==> config.mk <==
export PLATFORM = sky130hd
export DESIGN_NAME = acs_top
export DESIGN_NICKNAME = d
export VERILOG_FILES = /design/src/acs_pkg.sv /design/src/acs_format.sv /design/src/acs_top.sv
export SDC_FILE = /design/constraint.sdc
export NUM_CORES = 1
export LEC_CHECK = 0
export BUFFER_PORTS_ARGS = -buffer_cell sky130_fd_sc_hd__buf_2
export CORE_ASPECT_RATIO = 2
export CORE_UTILIZATION = 55
export CTS_CLUSTER_SIZE = 16
export DETAILED_ROUTE_END_ITERATION = 16
export PLACE_DENSITY = 0.73
export REMOVE_ABC_BUFFERS = 1
export SYNTH_ARGS = -nofsm -noshare
export SYNTH_HDL_FRONTEND = slang
export SYNTH_HIERARCHICAL = 1
export SYNTH_SLANG_ARGS = --single-unit
==> constraint.sdc <==
create_clock -name mclk_i -period 5.4 [get_ports mclk_i]
set_input_delay 0.81 -clock mclk_i [delete_from_list [all_inputs] [get_ports mclk_i]]
set_output_delay 0.81 -clock mclk_i [all_outputs]
set_load 0.01 [all_outputs]
==> src/acs_pkg.sv <==
`default_nettype none
package acs_pkg;

  // ****************************************
  // Register byte offsets
  // ****************************************
  localparam logic [7:0] CTRL_ONE_OFF  = 8'h00;
  localparam logic [7:0] CTRL_TWO_OFF  = 8'h04;
  localparam logic [7:0] CHAN_SEL_OFF  = 8'h08;
  localparam logic [7:0] SCAN_SEL_OFF  = 8'h0c;
  localparam logic [7:0] SAMPLE_BIT_TIME_OFF = 8'h10;
  localparam logic [1:0] BUF_REGION    = 2'h1;  // Result words at 0x40..0x7c

  // ****************************************
  // Control register one fields
  // ****************************************
  localparam int C1_ON_BIT    = 15;
  localparam int C1_STOP_IN_IDLE_BIT  = 13;
  localparam int C1_FORM_LSB  = 8;
  localparam int C1_SSRC_LSB  = 5;
  localparam int C1_CLRA_BIT  = 4;
  localparam int C1_AUTO_SAMPLE_BIT  = 2;
  localparam int C1_SAMPLE_BIT_BIT  = 1;
  localparam int C1_DONE_BIT  = 0;

  // ****************************************
  // Control register two fields
  // ****************************************
  localparam int C2_VCFG_LSB  = 13;
  localparam int C2_OFFC_BIT  = 12;
  localparam int C2_SCAN_BIT  = 10;
  localparam int C2_FILL_STATUS_BIT  = 7;
  localparam int C2_SMPI_LSB  = 2;
  localparam int C2_BUFFER_MODE_BIT  = 1;
  localparam int C2_ALTERNATE_INPUT_BIT  = 0;

  // ****************************************
  // Channel select, scan select, sample time fields
  // ****************************************
  localparam int CH_NB_BIT    = 31;
  localparam int CH_SB_LSB    = 24;
  localparam int CH_NA_BIT    = 23;
  localparam int CH_SA_LSB    = 16;
  localparam int SAMC_LSB     = 8;

  // ****************************************
  // Codes and reset values
  // ****************************************
  localparam logic [2:0] FMT_SFRAC32 = 3'h7;
  localparam logic [2:0] FMT_SINT32  = 3'h5;
  localparam logic [2:0] FMT_INT32   = 3'h4;
  localparam logic [2:0] FMT_SFRAC16 = 3'h3;
  localparam logic [2:0] FMT_FRAC16  = 3'h2;
  localparam logic [2:0] TRG_COUNTER = 3'h7;
  localparam logic [2:0] TRG_CHARGE  = 3'h3;
  localparam logic [2:0] TRG_TIMER3  = 3'h2;
  localparam logic [2:0] TRG_EXTERNAL_INTERRUPT_ZERO    = 3'h1;
  localparam logic [2:0] TRG_MANUAL  = 3'h0;
  localparam logic [2:0] VREF_EXT_P  = 3'h1;
  localparam logic [2:0] VREF_EXT_N  = 3'h2;
  localparam logic [2:0] VREF_EXT_PN = 3'h3;
  localparam logic [4:0] SAMC_RESET  = 5'h00;
  localparam logic [4:0] SAMC_MIN    = 5'h01;
  localparam logic [3:0] HALF_BASE   = 4'h8;

  typedef enum logic [1:0] {
    st_idle    = 2'b00,
    st_sample  = 2'b01,
    st_convert = 2'b10
  } acs_state_t;

endpackage
`default_nettype wire

==> src/acs_format.sv <==
`timescale 1ns/1ps
`default_nettype none
module acs_format
  import acs_pkg::*;
(
  input  wire logic [2:0]  fmt_i,
  input  wire logic [9:0]  data_i,
  output logic      [31:0] word_o
);
  // Signed forms read the unipolar code as offset binary: the sign is the inverted MSB
  always_comb
  begin
    unique case (fmt_i)
      FMT_SFRAC32: word_o = {~data_i[9], data_i[8:0], 22'h000000};
      FMT_SINT32:  word_o = {{22{~data_i[9]}}, ~data_i[9], data_i[8:0]};
      FMT_INT32:   word_o = {22'h000000, data_i};
      FMT_SFRAC16: word_o = {16'h0000, ~data_i[9], data_i[8:0], 6'h00};
      FMT_FRAC16:  word_o = {16'h0000, data_i, 6'h00};
      default:     word_o = {22'h000000, data_i};
    endcase
  end
endmodule // acs_format
`default_nettype wire

==> src/acs_top.sv <==
// Chosen here: register access over APB and the register addresses.
`timescale 1ns/1ps
`default_nettype none
module acs_top
  import acs_pkg::*;
#(
  parameter int unsigned ADDR_W = 8
)(
  input  wire logic              mclk_i,
  input  wire logic              srst_i,
  input  wire logic              psel_i,
  input  wire logic              penable_i,
  input  wire logic              pwrite_i,
  input  wire logic [ADDR_W-1:0] paddr_i,
  input  wire logic [31:0]       pwdata_i,
  output logic      [31:0]       prdata_o,
  output logic                   pready_o,
  output logic                   pslverr_o,
  input  wire logic              idle_mode_i,
  input  wire logic              tad_tick_i,
  input  wire logic              timer3_match_i,
  input  wire logic              charge_trig_i,
  input  wire logic              ext_external_interrupt_zero_i,
  input  wire logic              conv_done_i,
  input  wire logic [9:0]        conv_data_i,
  output logic                   enable_o,
  output logic                   sample_o,
  output logic                   conv_start_o,
  output logic      [3:0]        pos_sel_o,
  output logic                   neg_sel_o,
  output logic                   cal_o,
  output logic                   vref_hi_ext_o,
  output logic                   vref_lo_ext_o,
  output logic                   event_o
);

  // ****************************************
  // Storage
  // ****************************************
  acs_state_t  state_q;
  logic        on_q, stop_in_idle_q, stop_on_first_interrupt_q, auto_sample_q, done_q;
  logic [2:0]  form_q, ssrc_q, vcfg_q;
  logic        offset_calibration_q, scan_q, buffer_mode_q, alternate_input_q, fill_status_q;
  logic [3:0]  smpi_q, seq_cnt_q, wr_ptr_q, scan_ptr_q;
  logic [3:0]  sel_a_q, sel_b_q;
  logic        neg_a_q, neg_b_q, alt_b_q;
  logic [15:0] scan_mask_q;
  logic [4:0]  samc_q, smp_cnt_q;
  logic        external_interrupt_zero_s1_q, external_interrupt_zero_s2_q, external_interrupt_zero_s3_q;
  logic [31:0] buf_q [16];
  logic [31:0] fmt_word;
  logic [31:0] rd_data;
  logic        hit, wr_en, run, fire, conv_end, irq_now;
  logic        wr_c1, wr_c2;
  logic [4:0]  samc_eff;

  // ****************************************
  // APB slave, one wait state on every access
  // ****************************************
  assign wr_en = psel_i & penable_i & pready_o & pwrite_i & hit;
  assign wr_c1 = wr_en & (paddr_i[7:0] == CTRL_ONE_OFF);
  assign wr_c2 = wr_en & (paddr_i[7:0] == CTRL_TWO_OFF);

  always_comb
  begin
    rd_data = 32'h00000000;
    hit     = 1'b1;
    if (paddr_i[7:0] == CTRL_ONE_OFF)
    begin
      rd_data[C1_ON_BIT]          = on_q;
      rd_data[C1_STOP_IN_IDLE_BIT]        = stop_in_idle_q;
      rd_data[C1_FORM_LSB +: 3]   = form_q;
      rd_data[C1_SSRC_LSB +: 3]   = ssrc_q;
      rd_data[C1_CLRA_BIT]        = stop_on_first_interrupt_q;
      rd_data[C1_AUTO_SAMPLE_BIT]        = auto_sample_q;
      rd_data[C1_SAMPLE_BIT_BIT]        = state_q[0];
      rd_data[C1_DONE_BIT]        = done_q;
    end
    else if (paddr_i[7:0] == CTRL_TWO_OFF)
    begin
      rd_data[C2_VCFG_LSB +: 3]   = vcfg_q;
      rd_data[C2_OFFC_BIT]        = offset_calibration_q;
      rd_data[C2_SCAN_BIT]        = scan_q;
      rd_data[C2_FILL_STATUS_BIT]        = fill_status_q;
      rd_data[C2_SMPI_LSB +: 4]   = smpi_q;
      rd_data[C2_BUFFER_MODE_BIT]        = buffer_mode_q;
      rd_data[C2_ALTERNATE_INPUT_BIT]        = alternate_input_q;
    end
    else if (paddr_i[7:0] == CHAN_SEL_OFF)
    begin
      rd_data[CH_NB_BIT]          = neg_b_q;
      rd_data[CH_SB_LSB +: 4]     = sel_b_q;
      rd_data[CH_NA_BIT]          = neg_a_q;
      rd_data[CH_SA_LSB +: 4]     = sel_a_q;
    end
    else if (paddr_i[7:0] == SCAN_SEL_OFF)
      rd_data[15:0] = scan_mask_q;
    else if (paddr_i[7:0] == SAMPLE_BIT_TIME_OFF)
      rd_data[SAMC_LSB +: 5] = samc_q;
    else if (paddr_i[7:6] == BUF_REGION && paddr_i[1:0] == 2'h0)
      rd_data = buf_q[paddr_i[5:2]];
    else
      hit = 1'b0;
    // Address bits above the map decode as unmapped; the padding keeps an 8-bit bus legal
    if (({8'h00, paddr_i} >> 8) != '0)
      hit = 1'b0;
  end

  always_ff @(posedge mclk_i)
  begin
    if (srst_i)
    begin
      pready_o  <= 1'b0;
      pslverr_o <= 1'b0;
      prdata_o  <= 32'h00000000;
    end
    else if (psel_i && penable_i && !pready_o)
    begin
      pready_o  <= 1'b1;
      pslverr_o <= ~hit;
      prdata_o  <= hit ? rd_data : 32'h00000000;
    end
    else
    begin
      pready_o  <= 1'b0;
      pslverr_o <= 1'b0;
    end
  end

  // ****************************************
  // Configuration registers
  // ****************************************
  always_ff @(posedge mclk_i)
  begin
    if (srst_i)
    begin
      on_q <= 1'b0;
      stop_in_idle_q <= 1'b0;
      form_q <= 3'h0;
      ssrc_q <= 3'h0;
      stop_on_first_interrupt_q <= 1'b0;
    end
    else if (wr_c1)
    begin
      on_q      <= pwdata_i[C1_ON_BIT];
      stop_in_idle_q    <= pwdata_i[C1_STOP_IN_IDLE_BIT];
      form_q    <= pwdata_i[C1_FORM_LSB +: 3];
      ssrc_q    <= pwdata_i[C1_SSRC_LSB +: 3];
      stop_on_first_interrupt_q <= pwdata_i[C1_CLRA_BIT];
    end
  end

  always_ff @(posedge mclk_i)
  begin
    if (srst_i)
    begin
      vcfg_q <= 3'h0;
      offset_calibration_q <= 1'b0;
      scan_q <= 1'b0;
      smpi_q <= 4'h0;
      buffer_mode_q <= 1'b0;
      alternate_input_q <= 1'b0;
      sel_a_q <= 4'h0;
      sel_b_q <= 4'h0;
      neg_a_q <= 1'b0;
      neg_b_q <= 1'b0;
      scan_mask_q <= 16'h0000;
      samc_q <= SAMC_RESET;
    end
    else if (wr_c2)
    begin
      vcfg_q   <= pwdata_i[C2_VCFG_LSB +: 3];
      offset_calibration_q <= pwdata_i[C2_OFFC_BIT];
      scan_q   <= pwdata_i[C2_SCAN_BIT];
      smpi_q   <= pwdata_i[C2_SMPI_LSB +: 4];
      buffer_mode_q   <= pwdata_i[C2_BUFFER_MODE_BIT];
      alternate_input_q   <= pwdata_i[C2_ALTERNATE_INPUT_BIT];
    end
    else if (wr_en && paddr_i[7:0] == CHAN_SEL_OFF)
    begin
      sel_b_q <= pwdata_i[CH_SB_LSB +: 4];
      sel_a_q <= pwdata_i[CH_SA_LSB +: 4];
      neg_b_q <= pwdata_i[CH_NB_BIT];
      neg_a_q <= pwdata_i[CH_NA_BIT];
    end
    else if (wr_en && paddr_i[7:0] == SCAN_SEL_OFF)
      scan_mask_q <= pwdata_i[15:0];
    else if (wr_en && paddr_i[7:0] == SAMPLE_BIT_TIME_OFF)
      samc_q <= pwdata_i[SAMC_LSB +: 5];
  end

  // ****************************************
  // Trigger sources
  // ****************************************
  always_ff @(posedge mclk_i)
  begin
    if (srst_i)
    begin
      external_interrupt_zero_s1_q <= 1'b0;
      external_interrupt_zero_s2_q <= 1'b0;
      external_interrupt_zero_s3_q <= 1'b0;
    end
    else
    begin
      external_interrupt_zero_s1_q <= ext_external_interrupt_zero_i;
      external_interrupt_zero_s2_q <= external_interrupt_zero_s1_q;
      external_interrupt_zero_s3_q <= external_interrupt_zero_s2_q;
    end
  end

  // A zero sample time is illegal; it is run as one period so sampling cannot hang
  assign samc_eff = (samc_q < SAMC_MIN) ? SAMC_MIN : samc_q;

  always_ff @(posedge mclk_i)
  begin
    if (srst_i || state_q != st_sample)
      smp_cnt_q <= 5'h00;
    else if (tad_tick_i && smp_cnt_q != samc_eff)
      smp_cnt_q <= smp_cnt_q + 5'h01;
  end

  always_comb
  begin
    unique case (ssrc_q)
      TRG_COUNTER: fire = (smp_cnt_q == samc_eff);
      TRG_CHARGE:  fire = charge_trig_i;
      TRG_TIMER3:  fire = timer3_match_i;
      TRG_EXTERNAL_INTERRUPT_ZERO:    fire = external_interrupt_zero_s2_q & ~external_interrupt_zero_s3_q;
      TRG_MANUAL:  fire = wr_c1 & ~pwdata_i[C1_SAMPLE_BIT_BIT];
      default:     fire = 1'b0;
    endcase
  end

  // ****************************************
  // Sample and convert sequencer
  // ****************************************
  assign run      = on_q & ~(stop_in_idle_q & idle_mode_i);
  assign conv_end = run & (state_q == st_convert) & conv_done_i;
  assign irq_now  = conv_end & (seq_cnt_q == smpi_q);

  always_ff @(posedge mclk_i)
  begin
    if (srst_i || !run)
      state_q <= st_idle;
    else
    begin
      unique case (state_q)
        st_idle:
          if (auto_sample_q || (wr_c1 && pwdata_i[C1_SAMPLE_BIT_BIT]))
            state_q <= st_sample;
        st_sample:
          if (fire)
            state_q <= st_convert;
        st_convert:
          if (conv_done_i)
            state_q <= (auto_sample_q && !(irq_now && stop_on_first_interrupt_q)) ? st_sample : st_idle;
        default:
          state_q <= st_idle;
      endcase
    end
  end

  always_ff @(posedge mclk_i)
  begin
    if (srst_i)
      conv_start_o <= 1'b0;
    else
      conv_start_o <= run & (state_q == st_sample) & fire;
  end

  always_ff @(posedge mclk_i)
  begin
    if (srst_i)
      auto_sample_q <= 1'b0;
    else if (irq_now && stop_on_first_interrupt_q)
      auto_sample_q <= 1'b0;
    else if (wr_c1)
      auto_sample_q <= pwdata_i[C1_AUTO_SAMPLE_BIT];
  end

  // Hardware set wins over a software clear arriving in the same cycle
  always_ff @(posedge mclk_i)
  begin
    if (srst_i)
      done_q <= 1'b0;
    else if (conv_end)
      done_q <= 1'b1;
    else if (run && state_q == st_sample && fire)
      done_q <= 1'b0;
    else if (wr_c1 && !pwdata_i[C1_DONE_BIT])
      done_q <= 1'b0;
  end

  // ****************************************
  // Sequence pacing and result buffer
  // ****************************************
  always_ff @(posedge mclk_i)
  begin
    if (srst_i || !on_q)
      seq_cnt_q <= 4'h0;
    else if (irq_now)
      seq_cnt_q <= 4'h0;
    else if (conv_end)
      seq_cnt_q <= seq_cnt_q + 4'h1;
  end

  always_ff @(posedge mclk_i)
  begin
    if (srst_i)
      event_o <= 1'b0;
    else
      event_o <= irq_now;
  end

  acs_format u_format (
    .fmt_i  (form_q),
    .data_i (conv_data_i),
    .word_o (fmt_word)
  );

  always_ff @(posedge mclk_i)
  begin
    if (conv_end)
      buf_q[wr_ptr_q] <= fmt_word;
  end

  always_ff @(posedge mclk_i)
  begin
    if (srst_i || !buffer_mode_q)
      fill_status_q <= 1'b0;
    else if (irq_now)
      fill_status_q <= ~fill_status_q;
  end

  // A split half wraps on itself so a long pacing count never spills into the other half
  always_ff @(posedge mclk_i)
  begin
    if (srst_i || !on_q)
      wr_ptr_q <= 4'h0;
    else if (irq_now)
      wr_ptr_q <= (buffer_mode_q && !fill_status_q) ? HALF_BASE : 4'h0;
    else if (conv_end && buffer_mode_q)
      wr_ptr_q <= {wr_ptr_q[3], wr_ptr_q[2:0] + 3'h1};
    else if (conv_end)
      wr_ptr_q <= wr_ptr_q + 4'h1;
  end

  // ****************************************
  // Input selection
  // ****************************************
  function automatic logic [3:0] next_scan(input logic [15:0] mask, input logic [3:0] cur);
    logic [3:0] idx;
    logic       found;
    next_scan = cur;
    found     = 1'b0;
    for (int i = 1; i <= 16; i++)
    begin
      idx = cur + i[3:0];
      if (!found && mask[idx])
      begin
        next_scan = idx;
        found     = 1'b1;
      end
    end
  endfunction

  always_ff @(posedge mclk_i)
  begin
    if (srst_i || !on_q || irq_now)
      scan_ptr_q <= next_scan(scan_mask_q, 4'hf);
    else if (conv_end)
      scan_ptr_q <= next_scan(scan_mask_q, scan_ptr_q);
  end

  always_ff @(posedge mclk_i)
  begin
    if (srst_i || !on_q || !alternate_input_q)
      alt_b_q <= 1'b0;
    else if (conv_end)
      alt_b_q <= ~alt_b_q;
  end

  always_ff @(posedge mclk_i)
  begin
    if (srst_i)
    begin
      pos_sel_o <= 4'h0;
      neg_sel_o <= 1'b0;
      cal_o <= 1'b0;
      enable_o <= 1'b0;
      vref_hi_ext_o <= 1'b0;
      vref_lo_ext_o <= 1'b0;
    end
    else
    begin
      cal_o     <= offset_calibration_q;
      neg_sel_o <= ~offset_calibration_q & (alt_b_q ? neg_b_q : neg_a_q);
      if (offset_calibration_q)
        pos_sel_o <= 4'h0;
      else if (scan_q)
        pos_sel_o <= scan_ptr_q;
      else
        pos_sel_o <= alt_b_q ? sel_b_q : sel_a_q;
      enable_o      <= run;
      vref_hi_ext_o <= (vcfg_q == VREF_EXT_P) | (vcfg_q == VREF_EXT_PN);
      vref_lo_ext_o <= (vcfg_q == VREF_EXT_N) | (vcfg_q == VREF_EXT_PN);
    end
  end

  assign sample_o = state_q[0];
endmodule // acs_top
`default_nettype wire

### Yosys cells after proc, flatten, opt, wreduce, memory -nomap -nowiden

Memories as Yosys holds them, arrays and structs flattened.
Cells that the tools add are included.

| word-level totals | value |
|---|---|
| input bits | 61 |
| latch bits | 0 |
| memory bits (writable) | 512 |
| register bits after elaboration | 122 |
| bits in read-only memories | 0 |
| memories kept | 1 |

| cells by class | value |
|---|---|
| $mul | 0 |
| add/subtract/negate cells | 19 |
| reduce and logical (&&, ||, !) cells | 109 |
| div/mod/pow operators | 0 |
| equal/unequal tests | 27 |
| $lt $le $gt $ge | 17 |
| multiplexer cells | 202 |
| shift-type cells | 0 |
| bitwise gates (word level) | 30 |

Memories:

| name | words | width | rd ports | clocked after Yosys merged registers in | wr ports | RTL line | text |
|---|---|---|---|---|---|---|---|
| buf_q | 16 | 32 | 1 | 0 | 1 | acs_top.sv:50 | `logic [31:0] buf_q [16];` |

Operators by type and width:

| cell | count |
|---|---|
| two-way mux 32 bit | 7 |
| two-way mux 4 bit | 42 |
| case mux 32 bit (4 select lines) | 1 |
| two-way mux 1 bit | 114 |
| < comparator 4 x 5 -> 1 bit (second input constant) | 16 |
| two-way mux 16 bit | 5 |
| binary-select mux 1 bit (select 4 bit) | 16 |
| logical AND 1 bit | 45 |
| zero test 1 bit | 38 |
| adder 4 bit (second input constant) | 8 |
| two-way mux 19 bit | 1 |
| equality test 3 x 2 -> 1 bit (second input constant) | 6 |
| adder 4 x 3 -> 4 bit (second input constant) | 4 |
| AND 1 bit | 16 |
| equality test 8 x 4 -> 1 bit (second input constant) | 2 |
| nonzero test 16 bit | 1 |
| two-way mux 5 bit | 3 |
| adder 4 x 1 -> 4 bit (second input constant) | 3 |
| inverter 1 bit | 12 |
| two-way mux 2 bit | 5 |
| inequality test 2 bit (second input constant) | 5 |
| equality test 3 bit (second input constant) | 3 |
| two-way mux 3 bit | 3 |
| AND reduction 3 bit | 3 |
| other kinds (28) | 45 |

### Logic depth before layout (Yosys ltp)

| depth | value |
|---|---|
| word-level depth | 83 |
| mapped depth | 17 |
| gate-level depth less buffers | 11 |

### Cells and area by module

Netlist, hierarchy kept.

Modules (own cells, without submodules):

| module | area each (um^2) | seq. area each (um^2) | instances | cells an instance |
|---|---|---|---|---|
| acs_top | 26,824.5 | 17,857.1 | 1 | 1,652 |
| acs_format | 340.3 | 0.0 | 1 | 57 |

### Worst setup path after synthesis

OpenSTA, ideal clock, no wires.

| timing path | value |
|---|---|
| path kind | input-to-reg |
| start point | input idle_mode_i |
| end point | memory buf_q[3][0], enable pin |
| path slack | 794 ps |
| setup time | 461 ps |
| cell stages on the path | 5 |
| arrival | 4,146 ps |
| required time | 4,939 ps |
| cells stage by stage | nand2_1 -> nand2_1 -> nor3_1 -> nand2_1 -> nor3_1 |

| on the way | value |
|---|---|
| word-level cells in the longest chain between the ends | 7 |

Ends and longest elaborated chain:

| element | RTL line | text |
|---|---|---|
| start: declaration | acs_top.sv:19 | `input wire logic idle_mode_i,` |
| AND 1 bit | acs_top.sv:237 | `assign run = on_q & ~(stop_in_idle_q & idle_mode_i);` |
| inverter 1 bit | acs_top.sv:237 |  |
| AND 1 bit | acs_top.sv:237 |  |
| AND 1 bit (2 in series) | acs_top.sv:238 | `assign conv_end = run & (state_q == st_convert) & conv_done_i;` |
| two-way mux 1 bit | acs_top.sv:323 | `if (conv_end)` |
| two-way mux 1 bit (implied by the code) | acs_top.sv:324 | `buf_q[wr_ptr_q] <= fmt_word;` |
| end: declaration | acs_top.sv:50 |  |

No other way between the ends.

### Final worst setup path

| timing path | value |
|---|---|
| start point | register scan_ptr_q[0] |
| end point | register scan_ptr_q[1] (data pin) |

| on the way | value |
|---|---|
| word-level cells in the longest chain between the ends | 77 |

Ends and longest elaborated chain:

| element | RTL line | text |
|---|---|---|
| start: declaration | acs_top.sv:44 | `logic [3:0] smpi_q, seq_cnt_q, wr_ptr_q, scan_ptr_q;` |
| start signal: assignment | acs_top.sv:370 | `scan_ptr_q <= next_scan(scan_mask_q, 4'hf);` |
| start signal: assignment | acs_top.sv:372 | `scan_ptr_q <= next_scan(scan_mask_q, scan_ptr_q);` |
| adder 4 x 1 -> 4 bit | acs_top.sv:358 | `idx = cur + i[3:0];` |
| binary-select mux 1 bit (select 4 bit) | acs_top.sv:359 | `if (!found && mask[idx])` |
| two-way mux 1 bit (implied by the code) | acs_top.sv:359 |  |
| two-way mux 1 bit | acs_top.sv:359 |  |
| two-way mux 1 bit | acs_top.sv:371 | `else if (conv_end)` |
| two-way mux 1 bit | acs_top.sv:369 | `if (srst_i \|\| !on_q \|\| irq_now)` |
| zero test 1 bit | acs_top.sv:359 |  |
| logical AND 1 bit | acs_top.sv:359 |  |
| [... 60 more ...] | - |  |
| two-way mux 1 bit | acs_top.sv:359 |  |
| two-way mux 1 bit | acs_top.sv:371 |  |
| two-way mux 1 bit | acs_top.sv:369 |  |
| zero test 1 bit | acs_top.sv:359 |  |
| logical AND 1 bit | acs_top.sv:359 |  |
| two-way mux 4 bit * (2 in series) | acs_top.sv:359 |  |
| two-way mux 4 bit * | acs_top.sv:371 |  |
| two-way mux 4 bit * | acs_top.sv:369 |  |

Mark *: on every way between the ends. The rest lies on a longest branch, timed or not. The select of a mux whose other input is x is not followed.
A chain may end at the register's enable or synchronous reset.

==> implementation parameters <==
Parameter                              Value

Status
  Result of the run ... complete, no violations

Critical path
  Critical-path cell list ... clkinv_1 -> ha_1 -> clkinv_1 -> mux2_2 -> mux4_2 -> nor4_4 -> nand4_2 -> nor4b_4 -> a221o_1 -> o21ai_1
  Data arrival time of the critical path ... 4.85 ns
  WP buf/inv ... 2
  Kind of critical path ... reg -> reg
  Critical Path RT ... 5.75 ns
  Max stage delay on crit path ... 0.58 ns
  Cell family with most CP delay ... simple AND/OR/NAND/NOR gates
  CP most frequent cell ... clkinv_1
  Slowest cell on the critical path ... ha_1
  Largest fanout of any net on the critical path ... 11
  Kind of end point of the critical path ... register
  Startpoint type of the worst setup path ... register

Clock network
  CTS H-tree lvls ... 2
  CTS Buffer Depth ... 3
  Source-to-sink clock delay at the later pin of the worst-skew pair ... 0.61 ns
  Post_cts resized ... 0
  Clock Pin Slew Worst Setup and Hold Paths ... 0.07 ns
  Buffers inserted by post-CTS timing repair ... 0
  CTS tree ... yes
  Number of clock sinks ... 634
  Buffer cell driving the clock tree root ... clkbuf_16
  Count of hold buffers inserted by post-cts repair ... 0
  Total clock buffers created by CTS ... 53

Routing
  Detail Route Antenna Nets ... 0
  TritonRoute pass-1 iters ... 6
  Number of vias after detailed routing ... 16.0k
  Average vias per placed instance ... 6.48
  Post-Route WL ... 70.5 mm
  Initial drt markers ... 1815
  Routed wirelength normalized by instance count ... 28.5 µm
  DRC violation count after routing ... 0

Die
  Floorplan die height ... 316 µm
  Area inside the core boundary ... 48500 µm²
  Die Width ... 159 µm
  Effective utilization at floorplan ... 56.0%
  Rows ... 114
  Ports ... 107
  Die area ... 50300 µm²

STA
  Smallest hold slack ... 0.415 ns
  Number of hold violations in the final report ... 0
  Post-route clock period utilization ... 83.2%
  Final count of negative-setup-slack endpoints ... 0
  Final number of max-transition violations ... 0
  Highest Clock Rate ... 223 MHz
  Unrepaired setup endpoints after global routing ... false
  Post-route clock skew ... 0.0278 ns
  Slew of the pin with the lowest slew margin ... 1.33 ns
  Clock period minus final worst setup slack ... 4.49 ns
  Total negative slack ... 0 ns
  Worst slew margin ... 11.4%

Global route
  Global-route total usage across every layer ... 28.6%
  Number of antenna violations at the first check in global routing ... 3
  Largest net degree at the start of global routing ... 100
  Wire length of the first global-routing pass ... 104 mm
  Remaining Overflow, GRT ... 0
  Via count of the first global-routing pass ... 16.4k

Power
  Power Density ... 311 nW/µm²
  Sw Pwr ... 1.92 mW
  Share of total power in combinational logic ... 3.1%
  Static leakage ... 9.56 nW
  Share of power burned in the clock network ... 41.1%
  Cell Int Power ... 7.46 mW
  Switching Share ... 20.4%
  Fraction of power consumed by sequential logic ... 55.8%
  Highest ir drop seen on vdd ... 0.254 mV

Logic synthesis
  Flip-flop and latch count after synthesis ... 634
  Flip-flop cell with the highest count after synthesis ... edfxtp_1
  Number of synthesized flops with an enable pin ... 516
  Synth top area cells ... edfxtp_1 57%, mux4_2 15%, dfxtp_1 8.7%, nand2_1 2.2%, a21oi_1 2.0%
  Part of the Yosys area used for sequential elements ... 65.7%
  Mapped Cells ... 1709
  Synth Area per Inst ... 15.9 µm²
  Proportion of synthesized flip-flops having asynchronous set or reset ... 0%
  Post-synthesis cell type count ... 76
  Largest area contributor in the synthesized netlist ... edfxtp_1
  Area of the mapped netlist ... 27200 µm²
  Top-area cell type share of the netlist area ... 57.0%
  Yosys warning total ... 6

Hold path
  Classification of the worst-slack hold path ... in -> reg

Layout
  Fill cell instance count of the final layout ... 3465
  Layout cells sized above 1 ... 24.7%
  Synth-to-layout area growth ... 11.1%
  Inserted Diodes ... 0
  Final net count ... 1868
  Share of the core filled with cells ... 62.2%

Placement
  Count of port buffers added during placement ... 100
  Final HPWL from detailed placement ... 44.5 mm
  Gp weighted congestion ... 0.921

Run
  Max-cap check violation count ... 0
-- area by class of cell --
class | instances | area [µm²] | area share [%]
timing repair buffer | 145 | 868 | 2.88
multi-input combinational | 937 | 8830 | 29.3
clock inverter | 31 | 254 | 0.841
clock buffer | 67 | 1490 | 4.94
inverter | 22 | 82.6 | 0.274
tap | 638 | 798 | 2.64
sequential | 634 | 17900 | 59.2
-- power by group through the flow --
stage / logic (mW) / registers [mW] / clock network (mW)
global route: 0.313 / 5.23 / 4.08
global placement: 0.293 / 5.34 / 0
finish: 0.295 / 5.23 / 3.86
CTS: 0.297 / 5.23 / 3.91
floorplan: 0.135 / 5.34 / 0
detailed placement: 0.296 / 5.34 / 0
-- final timing paths --
path	from	end	slack (ns)	cells past startpoint
worst max-delay path	scan_ptr_q[0]$_DFFE_PP_	scan_ptr_q[1]$_DFFE_PP_	0.91	10
worst min-delay path	ext_external_interrupt_zero_i	external_interrupt_zero_s1_q$_SDFF_PP0_	0.41	2
worst max register to register	scan_ptr_q[0]$_DFFE_PP_	scan_ptr_q[1]$_DFFE_PP_	0.91	10
worst min register to register	external_interrupt_zero_s1_q$_SDFF_PP0_	external_interrupt_zero_s2_q$_SDFF_PP0_	0.43	1
-- logic make-up (layout without fill, tap and decap cells) --
kind of cell | count (synthesis) | in the layout | share of synthesized area, %
xor+xnor | 31 | 31 | 0.999
compound gates | 250 | 250 | 5.94
mux | 248 | 248 | 17.7
simple gates | 394 | 394 | 6.84
fa+ha+maj | 14 | 14 | 0.645
buf+inv | 138 | 265 | 2.17
flops | 634 | 634 | 65.7
-- cell usage in the layout, fill, tap and decap left out, types with 22 or more instances in the layout --
master / netlist / routed
a21oi_1: 107 / 107
buf_2: 18 / 97
buf_4: 7 / 45
clkbuf_16: 0 / 56
dfxtp_1: 118 / 118
edfxtp_1: 516 / 516
inv_1: 20 / 22
mux2i_1: 47 / 47
mux4_2: 181 / 181
nand2_1: 162 / 162
nor2_1: 96 / 84
o21ai_0: 26 / 26
-- Yosys cell counts (all sizes together), types with 7 or more instances --
cell,n
and2,14
xnor2,16
a21oi,107
ha,14
edfxtp,516
xor2,15
a22o,14
mux2,18
nand2b,11
a22oi,17
dfxtp,118
nor2,96
inv,20
buf,41
clkbuf,75
nor3,26
o21ai,31
mux4,183
nand4,8
o211ai,13
nor2b,14
mux2i,47
nand2,163
nor4,10
nand3,16
a21boi,7
a211oi,10
-- routing by layer --
metal  up-vias  global-route usage [%]  routed length [µm]
met5         -                       0                  27
met4         4                    17.0                4100
met3       212                    3.82                4590
met2       823                    51.0               37600
met1      8087                    32.9               24200
li1       6897                       -                   -
-- metrics by stage --
stage | worst slack [ns] | instances | power, mW | instance area, µm²
4_1_cts | 0.923 | 2474 | 9.44 | 30200
6_report | 0.909 | 2474 | 9.38 | 30200
5_1_grt | 0.601 | 2474 | 9.62 | 30200
3_3_place_gp | 0.881 | 2376 | 5.63 | 28400
3_5_place_dp | 0.904 | 2376 | 5.63 | 28400
2_1_floorplan | 0.585 | 1593 | 5.47 | 26700
-- worst register-to-register path, delay by kind of cell, from the launching register on --
family          cells  cell delay, ns
compound gates      2            0.28
buf+inv             2            0.61
mux                 2            0.99
fa+ha+maj           1            0.58
simple gates        3            1.42
flops               1            0.37
-- state kept, by name, summed over array words and instances, names as in the netlist, 2 cells and up --
signal and cells:
wr_ptr_q 4, buf_q 512, scan_ptr_q 4, scan_mask_q 16, sel_a_q 4, smpi_q 4
seq_cnt_q 4, ssrc_q 3, prdata_o 32, sel_b_q 4, pos_sel_o 4, smp_cnt_q 5
samc_q 5, vcfg_q 3, form_q 3, state_q 2
(Power assumes the default switching activity.)
